File: src/shared/usf_pkg.sv
package usf_pkg;
   // ----------------------------------------------------------------
   // Widths and depths
   // ----------------------------------------------------------------
   localparam int DATA_W = 8;
   localparam int FIFO_DEPTH = 4;
   localparam int BAUD_M_W = 8;
   localparam int BAUD_E_W = 5;
   localparam int BAUD_ACC_W = 27;
   localparam int BAUD_INC_W = 28;
   // ----------------------------------------------------------------
   // Encodings and reset values
   // ----------------------------------------------------------------
   localparam logic MODE_SPI = 1'b0;
   localparam logic ROLE_SLAVE = 1'b1;
   localparam logic SELECT_IDLE = 1'b1;
   localparam logic [8:0] BAUD_BASE = 9'h100;
   localparam logic [3:0] EDGE_FIRST = 4'h0;
   localparam logic [3:0] EDGE_LAST = 4'hF;
   localparam logic [7:0] DATA_RESET = 8'h00;
   localparam logic [26:0] ACC_RESET = 27'h0000000;

   typedef enum logic [1:0] {
      ST_IDLE = 2'b00,
      ST_SHIFT = 2'b01,
      ST_DONE = 2'b11
   } usf_state_e;

   typedef struct packed {
      logic clock_polarity;
      logic clock_phase;
      logic msb_first;
      logic [BAUD_M_W-1:0] baud_m;
      logic [BAUD_E_W-1:0] baud_e;
   } usf_cfg_s;
endpackage : usf_pkg

File: src/hw/usf_spi_port.sv
// Function
// Mode bit 0 selects SPI; role bit selects master or slave.
// Master: data buffer write starts byte; SCK from baud, MOSI out, MISO in.
// Active high during transfer; master sets transmit-done at end.
// Polarity, phase and bit order follow generic control settings.
// Order 0 LSB first; phase 0 outputs on return edge, samples leading.
// Master: received byte placed in data buffer, receive interrupt raised.
// Master transmit interrupt fires at transfer start, ahead of receive.
// Host writes data buffer only after transmit-done reads 1.
// Back-to-back DMA transmits need phase zero, else poll transmit-done.
// Master uses three wires and ignores select input.
// Slave takes SCK as input, shifts MOSI in and MISO out.
// Slave byte completion sets receive-ready, receive interrupt, readable byte.
// Slave transmit interrupt raised at start of each byte.
// Select fall activates slave; rise deactivates, MISO stays driven.
// External master releases select only at byte boundaries.
// Bit rate is (256+mantissa)*2^exponent/2^28 times system clock.
// Top asynchronous rate is clock/16 at exponent 16, mantissa 0.
// Master SCK up to clock/8, transmit-only clock/2; slave clock/8.
// Host programs mantissa and exponent before any serial operation.
// At 32 MHz, 216/11 gives 115200 and 59/8 gives 9600.
// Flush aborts and clears buffers at once; bit timer keeps running.
// Flush reads 0 and acts only when written with 1.
// Receive and transmit complete events give interrupts and DMA triggers.
// Role bit 0 is master, 1 is slave, reset value 0.
// Reset idles shift logic, baud timer and clears status flags.
`timescale 1ns/10ps

// --------------------------------------------------------------------
// Transmit FIFO
// --------------------------------------------------------------------
module usf_fifo #(
   parameter int WIDTH = 8,
   parameter int DEPTH = 4
) (
   input logic clk,
   input logic rst_n,
   input logic flush,
   input logic in_valid,
   output logic in_ready,
   input logic [WIDTH-1:0] in_data,
   output logic out_valid,
   input logic out_ready,
   output logic [WIDTH-1:0] out_data
);
   localparam int AW = $clog2(DEPTH);
   logic [WIDTH-1:0] mem [DEPTH];
   logic [AW-1:0] wr_idx;
   logic [AW-1:0] rd_idx;
   logic [AW:0] count;
   logic [AW:0] next_count;
   wire push = in_valid && in_ready;
   wire pop = out_valid && out_ready;

   assign next_count = count + {{AW{1'b0}}, push} - {{AW{1'b0}}, pop};
   assign out_data = mem[rd_idx];

   always_ff @(posedge clk) begin
      if (push) begin
         mem[wr_idx] <= in_data;
      end
   end

   always_ff @(posedge clk or negedge rst_n) begin
      if (!rst_n) begin
         wr_idx <= '0;
         rd_idx <= '0;
         count <= '0;
         in_ready <= 1'b0;
         out_valid <= 1'b0;
      end else if (flush) begin
         wr_idx <= '0;
         rd_idx <= '0;
         count <= '0;
         in_ready <= 1'b1;
         out_valid <= 1'b0;
      end else begin
         wr_idx <= wr_idx + AW'(push);
         rd_idx <= rd_idx + AW'(pop);
         count <= next_count;
         in_ready <= next_count != (AW+1)'(DEPTH);
         out_valid <= next_count != '0;
      end
   end
endmodule : usf_fifo

// --------------------------------------------------------------------
// SPI port
// --------------------------------------------------------------------
module usf_spi_port (
   input logic CORE_CLK,
   input logic NRST,
   input logic MODE_SEL,
   input logic SLAVE_SEL,
   input logic CLOCK_POLARITY,
   input logic CLOCK_PHASE,
   input logic BIT_ORDER,
   input logic [7:0] BAUD_M,
   input logic [4:0] BAUD_E,
   input logic FLUSH,
   input logic [7:0] TX_DATA,
   input logic TX_VALID,
   output logic TX_READY,
   input logic TX_BYTE_CLR,
   input logic RD_STROBE,
   output logic [7:0] RD_DATA,
   output logic ACTIVE,
   output logic TX_BYTE,
   output logic RX_BYTE,
   output logic TX_COMPLETE_IRQ,
   output logic RX_COMPLETE_IRQ,
   output logic DMA_TX_TRIG,
   output logic DMA_RX_TRIG,
   input logic SCK_IN,
   output logic SCK_OUT,
   output logic SCK_OE,
   input logic MOSI_IN,
   output logic MOSI_OUT,
   output logic MOSI_OE,
   input logic MISO_IN,
   output logic MISO_OUT,
   output logic MISO_OE,
   input logic SELECT_IN
);
   function automatic logic [7:0] shift_in(input logic [7:0] v, input logic b,
                                           input logic msb);
      shift_in = msb ? {v[6:0], b} : {b, v[7:1]};
   endfunction : shift_in

   function automatic logic out_bit(input logic [7:0] v, input logic msb);
      out_bit = msb ? v[7] : v[0];
   endfunction : out_bit

   // -----------------------------------------------------------------
   // Reset release
   // -----------------------------------------------------------------
   logic [1:0] rst_sync;
   wire rst_n = rst_sync[1];

   always_ff @(posedge CORE_CLK or negedge NRST) begin
      if (!NRST) begin
         rst_sync <= 2'b00;
      end else begin
         rst_sync <= {rst_sync[0], 1'b1};
      end
   end

   // -----------------------------------------------------------------
   // Configuration
   // -----------------------------------------------------------------
   usf_pkg::usf_cfg_s cfg;
   assign cfg = '{clock_polarity: CLOCK_POLARITY, clock_phase: CLOCK_PHASE, msb_first: BIT_ORDER,
                  baud_m: BAUD_M, baud_e: BAUD_E};
   wire spi_on = MODE_SEL == usf_pkg::MODE_SPI;
   wire slave = SLAVE_SEL == usf_pkg::ROLE_SLAVE;

   // -----------------------------------------------------------------
   // Baud generator, two ticks per bit
   // -----------------------------------------------------------------
   logic [26:0] acc;
   wire [8:0] baud_base = usf_pkg::BAUD_BASE + {1'b0, cfg.baud_m};
   wire [27:0] baud_inc = {19'h00000, baud_base} << cfg.baud_e;
   wire [27:0] baud_sum = {1'b0, acc} + baud_inc;
   wire tick = baud_sum[27];

   always_ff @(posedge CORE_CLK or negedge rst_n) begin
      if (!rst_n) begin
         acc <= usf_pkg::ACC_RESET;
      end else begin
         acc <= baud_sum[26:0];
      end
   end

   // -----------------------------------------------------------------
   // Shift engine decode
   // -----------------------------------------------------------------
   usf_pkg::usf_state_e state;
   usf_pkg::usf_state_e next_state;
   logic [7:0] sr;
   logic [7:0] next_sr;
   logic [3:0] k;
   logic latch;
   logic sck_prev;
   logic sel_prev;
   logic sel_act;
   logic fifo_valid;
   logic [7:0] fifo_data;

   wire idle = state == usf_pkg::ST_IDLE;
   wire shifting = state == usf_pkg::ST_SHIFT;
   wire sel_fall = slave && sel_prev && !SELECT_IN;
   wire sel_rise = slave && !sel_prev && SELECT_IN;
   wire slv_edge = sel_act && (SCK_IN != sck_prev);
   wire ev = shifting && (slave ? slv_edge : tick);
   wire in_bit = slave ? MOSI_IN : MISO_IN;
   wire is_sample = k[0] == cfg.clock_phase;
   wire last = k == usf_pkg::EDGE_LAST;
   wire start_m = spi_on && !slave && idle && fifo_valid && !FLUSH;
   wire start_s = spi_on && slave && idle && sel_act && !FLUSH;
   wire start = start_m || start_s;
   wire pop = start_m || (start_s && fifo_valid);
   wire [7:0] load = fifo_valid ? fifo_data : usf_pkg::DATA_RESET;
   wire skip_shift = cfg.clock_phase && (k == usf_pkg::EDGE_FIRST);
   wire shift_ev = ev && !is_sample && !skip_shift;
   wire final_samp = ev && is_sample && last && cfg.clock_phase;
   wire done = (shift_ev && last) || final_samp;
   wire do_flush = FLUSH;

   assign next_sr = do_flush ? usf_pkg::DATA_RESET :
                    start ? load :
                    final_samp ? shift_in(sr, in_bit, cfg.msb_first) :
                    shift_ev ? shift_in(sr, latch, cfg.msb_first) : sr;

   assign next_state = (do_flush || !spi_on) ? usf_pkg::ST_IDLE :
                       start ? usf_pkg::ST_SHIFT :
                       done ? usf_pkg::ST_DONE :
                       (state == usf_pkg::ST_DONE) ? usf_pkg::ST_IDLE : state;

   usf_fifo #(.WIDTH(usf_pkg::DATA_W), .DEPTH(usf_pkg::FIFO_DEPTH)) u_fifo (
      .clk(CORE_CLK),
      .rst_n(rst_n),
      .flush(do_flush),
      .in_valid(TX_VALID),
      .in_ready(TX_READY),
      .in_data(TX_DATA),
      .out_valid(fifo_valid),
      .out_ready(pop),
      .out_data(fifo_data)
   );

   // -----------------------------------------------------------------
   // Shift engine state
   // -----------------------------------------------------------------
   always_ff @(posedge CORE_CLK or negedge rst_n) begin
      if (!rst_n) begin
         state <= usf_pkg::ST_IDLE;
         sr <= usf_pkg::DATA_RESET;
         k <= usf_pkg::EDGE_FIRST;
         latch <= 1'b0;
      end else begin
         state <= next_state;
         sr <= next_sr;
         k <= (start || do_flush) ? usf_pkg::EDGE_FIRST : ev ? k + 4'h1 : k;
         latch <= (ev && is_sample) ? in_bit : latch;
      end
   end

   always_ff @(posedge CORE_CLK or negedge rst_n) begin
      if (!rst_n) begin
         sck_prev <= 1'b0;
         sel_prev <= usf_pkg::SELECT_IDLE;
         sel_act <= 1'b0;
      end else begin
         sck_prev <= SCK_IN;
         sel_prev <= SELECT_IN;
         sel_act <= slave && spi_on && (sel_fall || (sel_act && !sel_rise));
      end
   end

   // -----------------------------------------------------------------
   // Pins
   // -----------------------------------------------------------------
   always_ff @(posedge CORE_CLK or negedge rst_n) begin
      if (!rst_n) begin
         SCK_OUT <= 1'b0;
         SCK_OE <= 1'b0;
         MOSI_OUT <= 1'b0;
         MOSI_OE <= 1'b0;
         MISO_OUT <= 1'b0;
         MISO_OE <= 1'b0;
      end else begin
         SCK_OUT <= (shifting && !slave) ? (SCK_OUT ^ ev) : cfg.clock_polarity;
         SCK_OE <= spi_on && !slave;
         MOSI_OUT <= final_samp ? MOSI_OUT : out_bit(next_sr, cfg.msb_first);
         MOSI_OE <= spi_on && !slave;
         MISO_OUT <= out_bit(next_sr, cfg.msb_first);
         MISO_OE <= spi_on && slave && (MISO_OE || sel_fall);
      end
   end

   // -----------------------------------------------------------------
   // Status, data buffer and events
   // -----------------------------------------------------------------
   always_ff @(posedge CORE_CLK or negedge rst_n) begin
      if (!rst_n) begin
         ACTIVE <= 1'b0;
         TX_BYTE <= 1'b0;
         RX_BYTE <= 1'b0;
         RD_DATA <= usf_pkg::DATA_RESET;
         TX_COMPLETE_IRQ <= 1'b0;
         RX_COMPLETE_IRQ <= 1'b0;
         DMA_TX_TRIG <= 1'b0;
         DMA_RX_TRIG <= 1'b0;
      end else begin
         ACTIVE <= next_state == usf_pkg::ST_SHIFT;
         TX_BYTE <= (done && !slave) || (TX_BYTE && !TX_BYTE_CLR);
         RX_BYTE <= (done && slave) || (RX_BYTE && !RD_STROBE);
         RD_DATA <= do_flush ? usf_pkg::DATA_RESET : done ? next_sr : RD_DATA;
         TX_COMPLETE_IRQ <= start;
         RX_COMPLETE_IRQ <= done;
         DMA_TX_TRIG <= start;
         DMA_RX_TRIG <= done;
      end
   end

   // -----------------------------------------------------------------
   // Checks
   // -----------------------------------------------------------------
   property p_tx_irq_start;
      @(posedge CORE_CLK) disable iff (!rst_n)
      start |=> TX_COMPLETE_IRQ && ACTIVE ##1 !TX_COMPLETE_IRQ;
   endproperty
   a_tx_irq_start: assert property (p_tx_irq_start) else $error("tx irq not at start");

   property p_master_done;
      @(posedge CORE_CLK) disable iff (!rst_n)
      (done && !slave) |=> RX_COMPLETE_IRQ && TX_BYTE && !ACTIVE && RD_DATA == $past(next_sr);
   endproperty
   a_master_done: assert property (p_master_done) else $error("master end wrong");

   property p_slave_done;
      @(posedge CORE_CLK) disable iff (!rst_n)
      (done && slave) |=> RX_BYTE && RX_COMPLETE_IRQ;
   endproperty
   a_slave_done: assert property (p_slave_done) else $error("slave byte not flagged");

   property p_dma_match;
      @(posedge CORE_CLK) disable iff (!rst_n)
      DMA_RX_TRIG == RX_COMPLETE_IRQ && DMA_TX_TRIG == TX_COMPLETE_IRQ;
   endproperty
   a_dma_match: assert property (p_dma_match) else $error("dma trigger differs");

   property p_flush_idle;
      @(posedge CORE_CLK) disable iff (!rst_n)
      FLUSH |=> !ACTIVE && !fifo_valid && RD_DATA == usf_pkg::DATA_RESET;
   endproperty
   a_flush_idle: assert property (p_flush_idle) else $error("flush left state");

   property p_slave_no_drive;
      @(posedge CORE_CLK) disable iff (!rst_n)
      (spi_on && slave) |=> !SCK_OE && !MOSI_OE;
   endproperty
   a_slave_no_drive: assert property (p_slave_no_drive) else $error("slave drives sck");

   property p_miso_kept;
      @(posedge CORE_CLK) disable iff (!rst_n)
      (MISO_OE && slave && spi_on && $stable(SLAVE_SEL)) |=> MISO_OE;
   endproperty
   a_miso_kept: assert property (p_miso_kept) else $error("miso released");

   property p_edge_count;
      @(posedge CORE_CLK) disable iff (!rst_n)
      (done && !slave) |-> k == usf_pkg::EDGE_LAST && $past(state) == usf_pkg::ST_SHIFT;
   endproperty
   a_edge_count: assert property (p_edge_count) else $error("byte not 16 edges");

   property p_sck_idle;
      @(posedge CORE_CLK) disable iff (!rst_n)
      (idle && !slave) ##1 $stable(CLOCK_POLARITY) |-> SCK_OUT == CLOCK_POLARITY;
   endproperty
   a_sck_idle: assert property (p_sck_idle) else $error("sck idle level");
endmodule : usf_spi_port

File: config.mk
export PLATFORM = sky130hd
export DESIGN_NAME = usf_spi_port
export DESIGN_NICKNAME = d
export VERILOG_FILES = /design/src/shared/usf_pkg.sv /design/src/hw/usf_spi_port.sv
export SDC_FILE = /design/constraint.sdc
export NUM_CORES = 1
export LEC_CHECK = 0
export BUFFER_PORTS_ARGS = -buffer_cell sky130_fd_sc_hd__buf_2
export CORE_MARGIN = 4
export CORE_UTILIZATION = 60
export CTS_CLUSTER_SIZE = 8
export DETAILED_ROUTE_END_ITERATION = 8
export PLACE_DENSITY_LB_ADDON = 0.1
export SLEW_MARGIN = 20
export SYNTH_ARGS = -nofsm -noshare
export SYNTH_HDL_FRONTEND = slang
export SYNTH_HIERARCHICAL = 1
export SYNTH_SLANG_ARGS = --single-unit
export TNS_END_PERCENT = 30
File: constraint.sdc
create_clock -name CORE_CLK -period 6.24 [get_ports CORE_CLK]
set_input_delay 1.248 -clock CORE_CLK [delete_from_list [all_inputs] [get_ports CORE_CLK]]
set_output_delay 1.248 -clock CORE_CLK [all_outputs]
set_load 0.01 [all_outputs]
==> results of run 1 <==
## layer usage
| layer | global-route usage (%) | share of wire, % | up-vias |
|---|---|---|---|
| met5 | 0 | 0 | - |
| met4 | 5.61 | 1.1 | 0 |
| met3 | 4.58 | 6.4 | 17 |
| met2 | 38.3 | 47 | 162 |
| met1 | 34.3 | 46 | 2269 |
| li1 | - | - | 2241 |
## sequential cells by signal (all words and copies together) (netlist names), 2 cells and up
register and flops:
k 4, u_fifo/rd_idx 2, acc 27, rst_sync 2, u_fifo/wr_idx 2, u_fifo/count 3
RD_DATA 8, u_fifo/mem 32, state 2, sr 8
## cells by family after synthesis
group,share of synthesized area [%]
other cells,0.0609
xor+xnor,4.06
buf+inv,4.08
compound gates,16.4
mux,7.51
flops,45.7
simple gates,14.5
fa+ha+maj,7.72
## cells in the mapped netlist (all sizes together) (6+ instances only)
library cell and n:
dfrtp 73, a21oi 54, nor2 46, ha 34, edfxtp 32, nand3 32
nand2 30, inv 27, a21o 22, o21ai 21, mux2i 20, xnor2 18
buf 15, clkbuf 13, nand2b 12, a211oi 9, and2 9, nor2b 9
mux4 8, o22ai 8, xor2 8, mux2 7, nor3 7, or3 7
o211ai 6
## final timing paths
path / from / to / slack [ns] / depth (start not counted)
max in group asynchronous: rst_sync[1]$_DFF_PN0_ / acc[23]$_DFF_PN0_ / 5.03 / 1
worst max register to register: state[1]$_DFF_PN0_ / u_fifo/in_ready$_DFF_PN0_ / 2.62 / 12
worst min register to register: rst_sync[1]$_DFF_PN0_ / acc[7]$_DFF_PN0_ / 0.12 / 0
min in group CORE_CLK: rst_sync[0]$_DFF_PN0_ / rst_sync[1]$_DFF_PN0_ / 0.37 / 0
worst min-delay path: rst_sync[1]$_DFF_PN0_ / acc[7]$_DFF_PN0_ / 0.12 / 0
worst max-delay path: BAUD_E[0] / sr[3]$_DFF_PN0_ / 1.06 / 16
## critical path: stages
cell and delay [ns]:
buf_2 0.21, clkinv_1 0.30, a31o_2 0.30, mux2i_1 0.17
nor2_1 0.09, a211oi_1 0.28, ha_1 0.36, and4_1 0.26
nor3b_1 0.14, a41oi_1 0.30, a211oi_1 0.17, a311oi_1 0.37
nand3_1 0.24, nor2_1 0.65, o211ai_1 0.18, a21oi_1 0.19
## final cells by class
class	count	area share, %
clock inverters	6	1.18
multi-input cells	428	46.1
clock buffers	10	1.90
flip-flops and latches	106	42.0
repair buffers	61	4.70
well taps	133	2.48
inverters	29	1.62
## where the power goes
part	switching (uW)	internal [uW]	total, uW	leakage, uW
Sequential	58.8	847	906	0.00124
Combinational	406	311	717	0.00171
Clock	250	195	445	0.000105
Total	716	1350	2070	0.00305
## through the flow
step	total power, uW	area, um^2	cells
after floorplan	1470	6160	591
after global placement	1590	6500	757
after detailed placement	1630	6500	757
after CTS	2080	6710	773
after global routing	2210	6710	773
final	2070	6710	773
==> flow_summary.toml, run 1 <==
[status]
status = "finished clean"

[routing]
via_per_inst = 6.07
drt-total-wl_um = 13400
drcViolationCount = 0
drt_iter0_markers = 349
dr.pass1.iters = 5
routed-via-count = 4689
ant_nets = 0
wire_per_inst_um = 17.3

[final_layout]
final-seq-area_um2 = 2820
postLayoutCoreUtil_pct = 68.0
nNetsFinal = 707
syn2layout_area_growth_pct = 8.87
diodes = 0
nFillCells = 731
final_common_cell = "dfrtp_1"
drive_gt1_share_pct = 16.9
multi_input_area_um2 = 3100
mostFrequentLayoutCells = "dfrtp_1 (72), buf_2 (57), a21oi_1 (53)"

[synthesis]
syn_inst = 591
yosysTopAreaCell = "dfrtp_1"
synthArstFlopShare_pct = 69.8
ys.flop_type = "dfrtp_1"
ys_seq_area_share_pct = 45.7
yosysWarnings = 6
synthTopCellsByArea = "dfrtp_1 (30%), edfxtp_1 (16%), ha_1 (6.9%)"
synth_edf_count = 32
syn_avg_cell_area_um2 = 10.4
synth_fp_nets = 663
synth_cell_types = 69
synth.top_cell.area_share_pct = 29.7
syn_area_um2 = 6160
ys_ff_latch = 106

[global_routing]
grt.total_usage_pct = 24.0
grt_pass1_wl_um = 22300
grt_max_degree = 65
grt_antenna_before_repair = 0
grt_overflow_total = 0
grt_pass1_vias = 4565

[floorplan]
die_area_um2 = 12000
placementRows = 36
initial_core_util_pct = 62.5
die_x_um = 109
core_area_um2 = 9860
ioPinCount = 58
die_h_um = 109

[worst_setup_path]
critical_path_class = "input pin to flop"
worstPathRequired_ns = 6.54
endpoint_kind = "flop"
crit_fanout = 13
crit_path_start_kind = "input pin"
critPathArrivalTime_ns = 5.48

[cts]
cts_tree = "built"
cts-root-buf = "clkbuf_8"
cts_setup_buffers = 0
clk_pin_slew_worst_paths_ns = 0.10
clock-sinks = 106
cts_max_level = 3
numCtsBuffers = 9
clock_latency_ns = 0.38
clockBufferDepth = 2
ctsHoldBuffers = 0
cts_resized = 0

[sta]
setup_viol = 0
relSlewSlack_pct = 44.3
fin_skew_ns = 0.0119
worst_slew_pin_slew_ns = 0.836
min_period_ns = 5.18
fin_crit_sh_pct = 83.0
fin_tns_setup_ns = 0
worst_slack_ns = 1.06
drv_slew = 0
rsz0062_at_grt = "no"
holdWs_ns = 0.117
fmax_mhz = 193
hold_viol_final = 0

[worst_hold_path]
hold_path_class = "flop to asynchronous set/reset pin"

[power_and_ir_drop]
power.leakage_uw = 0.00305
ir_drop_mv = 0.257
powerDensity_nw_per_um2 = 308

[placement]
portBuffers = 57
hpwl_um = 10100
dp_slack_ns = 0.769
gp_congestion = 0.953

[job]
maxCapViolCount = 0
No activity file was read; power rests on OpenSTA's default activity.
==> run 2: changes to the inputs <==
==> constraint.sdc (replaced) <==
create_clock -name CORE_CLK -period 5.2 [get_ports CORE_CLK]
set_input_delay 1.04 -clock CORE_CLK [delete_from_list [all_inputs] [get_ports CORE_CLK]]
set_output_delay 1.04 -clock CORE_CLK [all_outputs]
set_load 0.01 [all_outputs]
==> run 2 against run 1 <==
  * Sequential cell count unchanged
  * Final area up 0.67%
  * Sequential share of layout area down 0.28 points
  * Worst hold slack better by 0.039 ns
  * Setup slack worse by 0.66 ns
  * Wire length down 1.4%
  * Utilization up 0.46 points
  * Register-to-register slack worse by 1.1 ns
  * Sequential power up 20%
  * First-iteration DRC count down 12%
  * Largest cell class unchanged
  * Final cell count up 0.78%
==> flow_summary.toml, run 2 (same netlist as run 1, synthesis figures left out) <==
[floorplan]
initial_core_util_pct = 62.5
placementRows = 36
core_area_um2 = 9860
ioPinCount = 58
die_h_um = 109
die_x_um = 109
die_area_um2 = 12000

[final_layout]
nFillCells = 755
largest_registers = "u_fifo/mem x32, acc x27"
syn2layout_area_growth_pct = 9.61
top_register = "u_fifo/mem"
final_common_cell = "dfrtp_1"
mostFrequentLayoutCells = "dfrtp_1 (72), buf_2 (57), a21oi_1 (53)"
nNetsFinal = 713
diodes = 0
largest_reg_flops = 32
stdcell_count = 779
drive_gt1_share_pct = 17.6

[worst_setup_path]
crit_start = "BAUD_E[0]"
crit_fanout = 16
crit_path_start_kind = "input pin"
critical_path_class = "input pin to flop"
rr_startpoint = "state[1]$_DFF_PN0_"
worstPathRequired_ns = 5.52
critPathArrivalTime_ns = 5.12
endpoint_kind = "flop"

[job]
maxCapViolCount = 0

[sta]
rsz0062_at_grt = "no"
min_period_ns = 4.80
relSlewSlack_pct = 49.4
setup_viol = 0
fmax_mhz = 208
worst_slew_pin_slew_ns = 0.758
fin_crit_sh_pct = 92.3
drv_slew = 0
fin_skew_ns = 0.00943
hold_viol_final = 0
fin_tns_setup_ns = 0

[routing]
dr.pass1.iters = 5
drt-total-wl_um = 13200
drcViolationCount = 0
routed-via-count = 4664
via_per_inst = 5.99
ant_nets = 0
drt_iter0_markers = 307
wire_per_inst_um = 16.9

[cts]
clockBufferDepth = 2
cts_resized = 0
numCtsBuffers = 9
cts_tree = "built"
cts_setup_buffers = 0
clock-sinks = 106
ctsHoldBuffers = 0
clk_pin_slew_worst_paths_ns = 0.10
cts-root-buf = "clkbuf_8"
cts_max_level = 3
clock_latency_ns = 0.37

[power_and_ir_drop]
internal-power_uw = 1630
p_switching_uw = 861
pwr-share-comb_pct = 35.1
switching_share_pct = 34.5
power_frac_clock_pct = 21.3
ir_drop_mv = 0.270
powerDensity_nw_per_um2 = 369
power.leakage_uw = 0.00308
p_seq_share_pct = 43.6

[global_routing]
grt_max_degree = 60
grt_pass1_wl_um = 22200
grt_antenna_before_repair = 0
grt_overflow_total = 0
grt_pass1_vias = 4447
grt.total_usage_pct = 23.6

[status]
status = "finished clean"

[placement]
gp_congestion = 0.999
hpwl_um = 10000
place_inst = 763
portBuffers = 57

[worst_hold_path]
hold_path_class = "flop to asynchronous set/reset pin"
## run 2: final timing paths
| check | end | slack (ns) | depth (start not counted) |
|---|---|---|---|
| max in group asynchronous | acc[19]$_DFF_PN0_ | 3.99 | 1 |
| min in group CORE_CLK | rst_sync[1]$_DFF_PN0_ | 0.37 | 0 |
| max | MISO_OUT$_DFF_PN0_ | 0.40 | 16 |
| min reg2reg | acc[3]$_DFF_PN0_ | 0.16 | 0 |
| max reg2reg | u_fifo/in_ready$_DFF_PN0_ | 1.52 | 12 |
| min | acc[3]$_DFF_PN0_ | 0.16 | 0 |
## run 2: final cells by class
type	count	area, um^2	share of cell area (%)
clock buffers	10	128	1.89
clock inverters	6	78.8	1.17
inverters	29	109	1.61
multi-input cells	428	3100	45.8
flip-flops and latches	106	2820	41.7
well taps	133	166	2.46
repair buffers	67	360	5.34
## run 2: through the flow
step | hold WS (ns) | power [uW] | setup slack, ns | area, um^2 | util (%)
5_1_grt | 0.187 | 2650 | 0.0742 | 6750 | 68.5
2_1_floorplan | 0.331 | 1760 | 0.580 | 6160 | -
4_1_cts | 0.170 | 2500 | 0.463 | 6750 | 68.5
3_5_place_dp | 0.161 | 1970 | 0.0880 | 6550 | 66.4
6_report | 0.156 | 2490 | 0.402 | 6750 | 68.5
3_3_place_gp | 0.162 | 1930 | 0.121 | 6550 | 66.4
## run 2: per-layer routing
metal	wire length [um]	track usage, %	up-vias
met5	0	0	-
met4	104	5.08	0
met3	654	4.05	10
met2	5990	35.8	118
met1	6430	36.0	2284
li1	-	-	2252
## run 2: power groups by stage
stage	Combinational, uW	Sequential [uW]	Clock [uW]
CTS	870	1090	545
floorplan	678	1090	0
detailed placement	867	1100	0
global route	973	1100	580
finish	875	1090	531
global placement	834	1100	0
## run 2: critical path, stage by stage
cell	delay [ns]
buf_2	0.22
clkinv_1	0.29
a31o_2	0.31
mux2i_1	0.17
nor2_1	0.10
a211oi_1	0.33
ha_1	0.36
and4_1	0.26
nor3b_1	0.15
a41oi_1	0.28
a211oi_1	0.15
a311oi_1	0.35
and3_4	0.38
nand3_1	0.13
a311oi_2	0.37
mux2_2	0.21
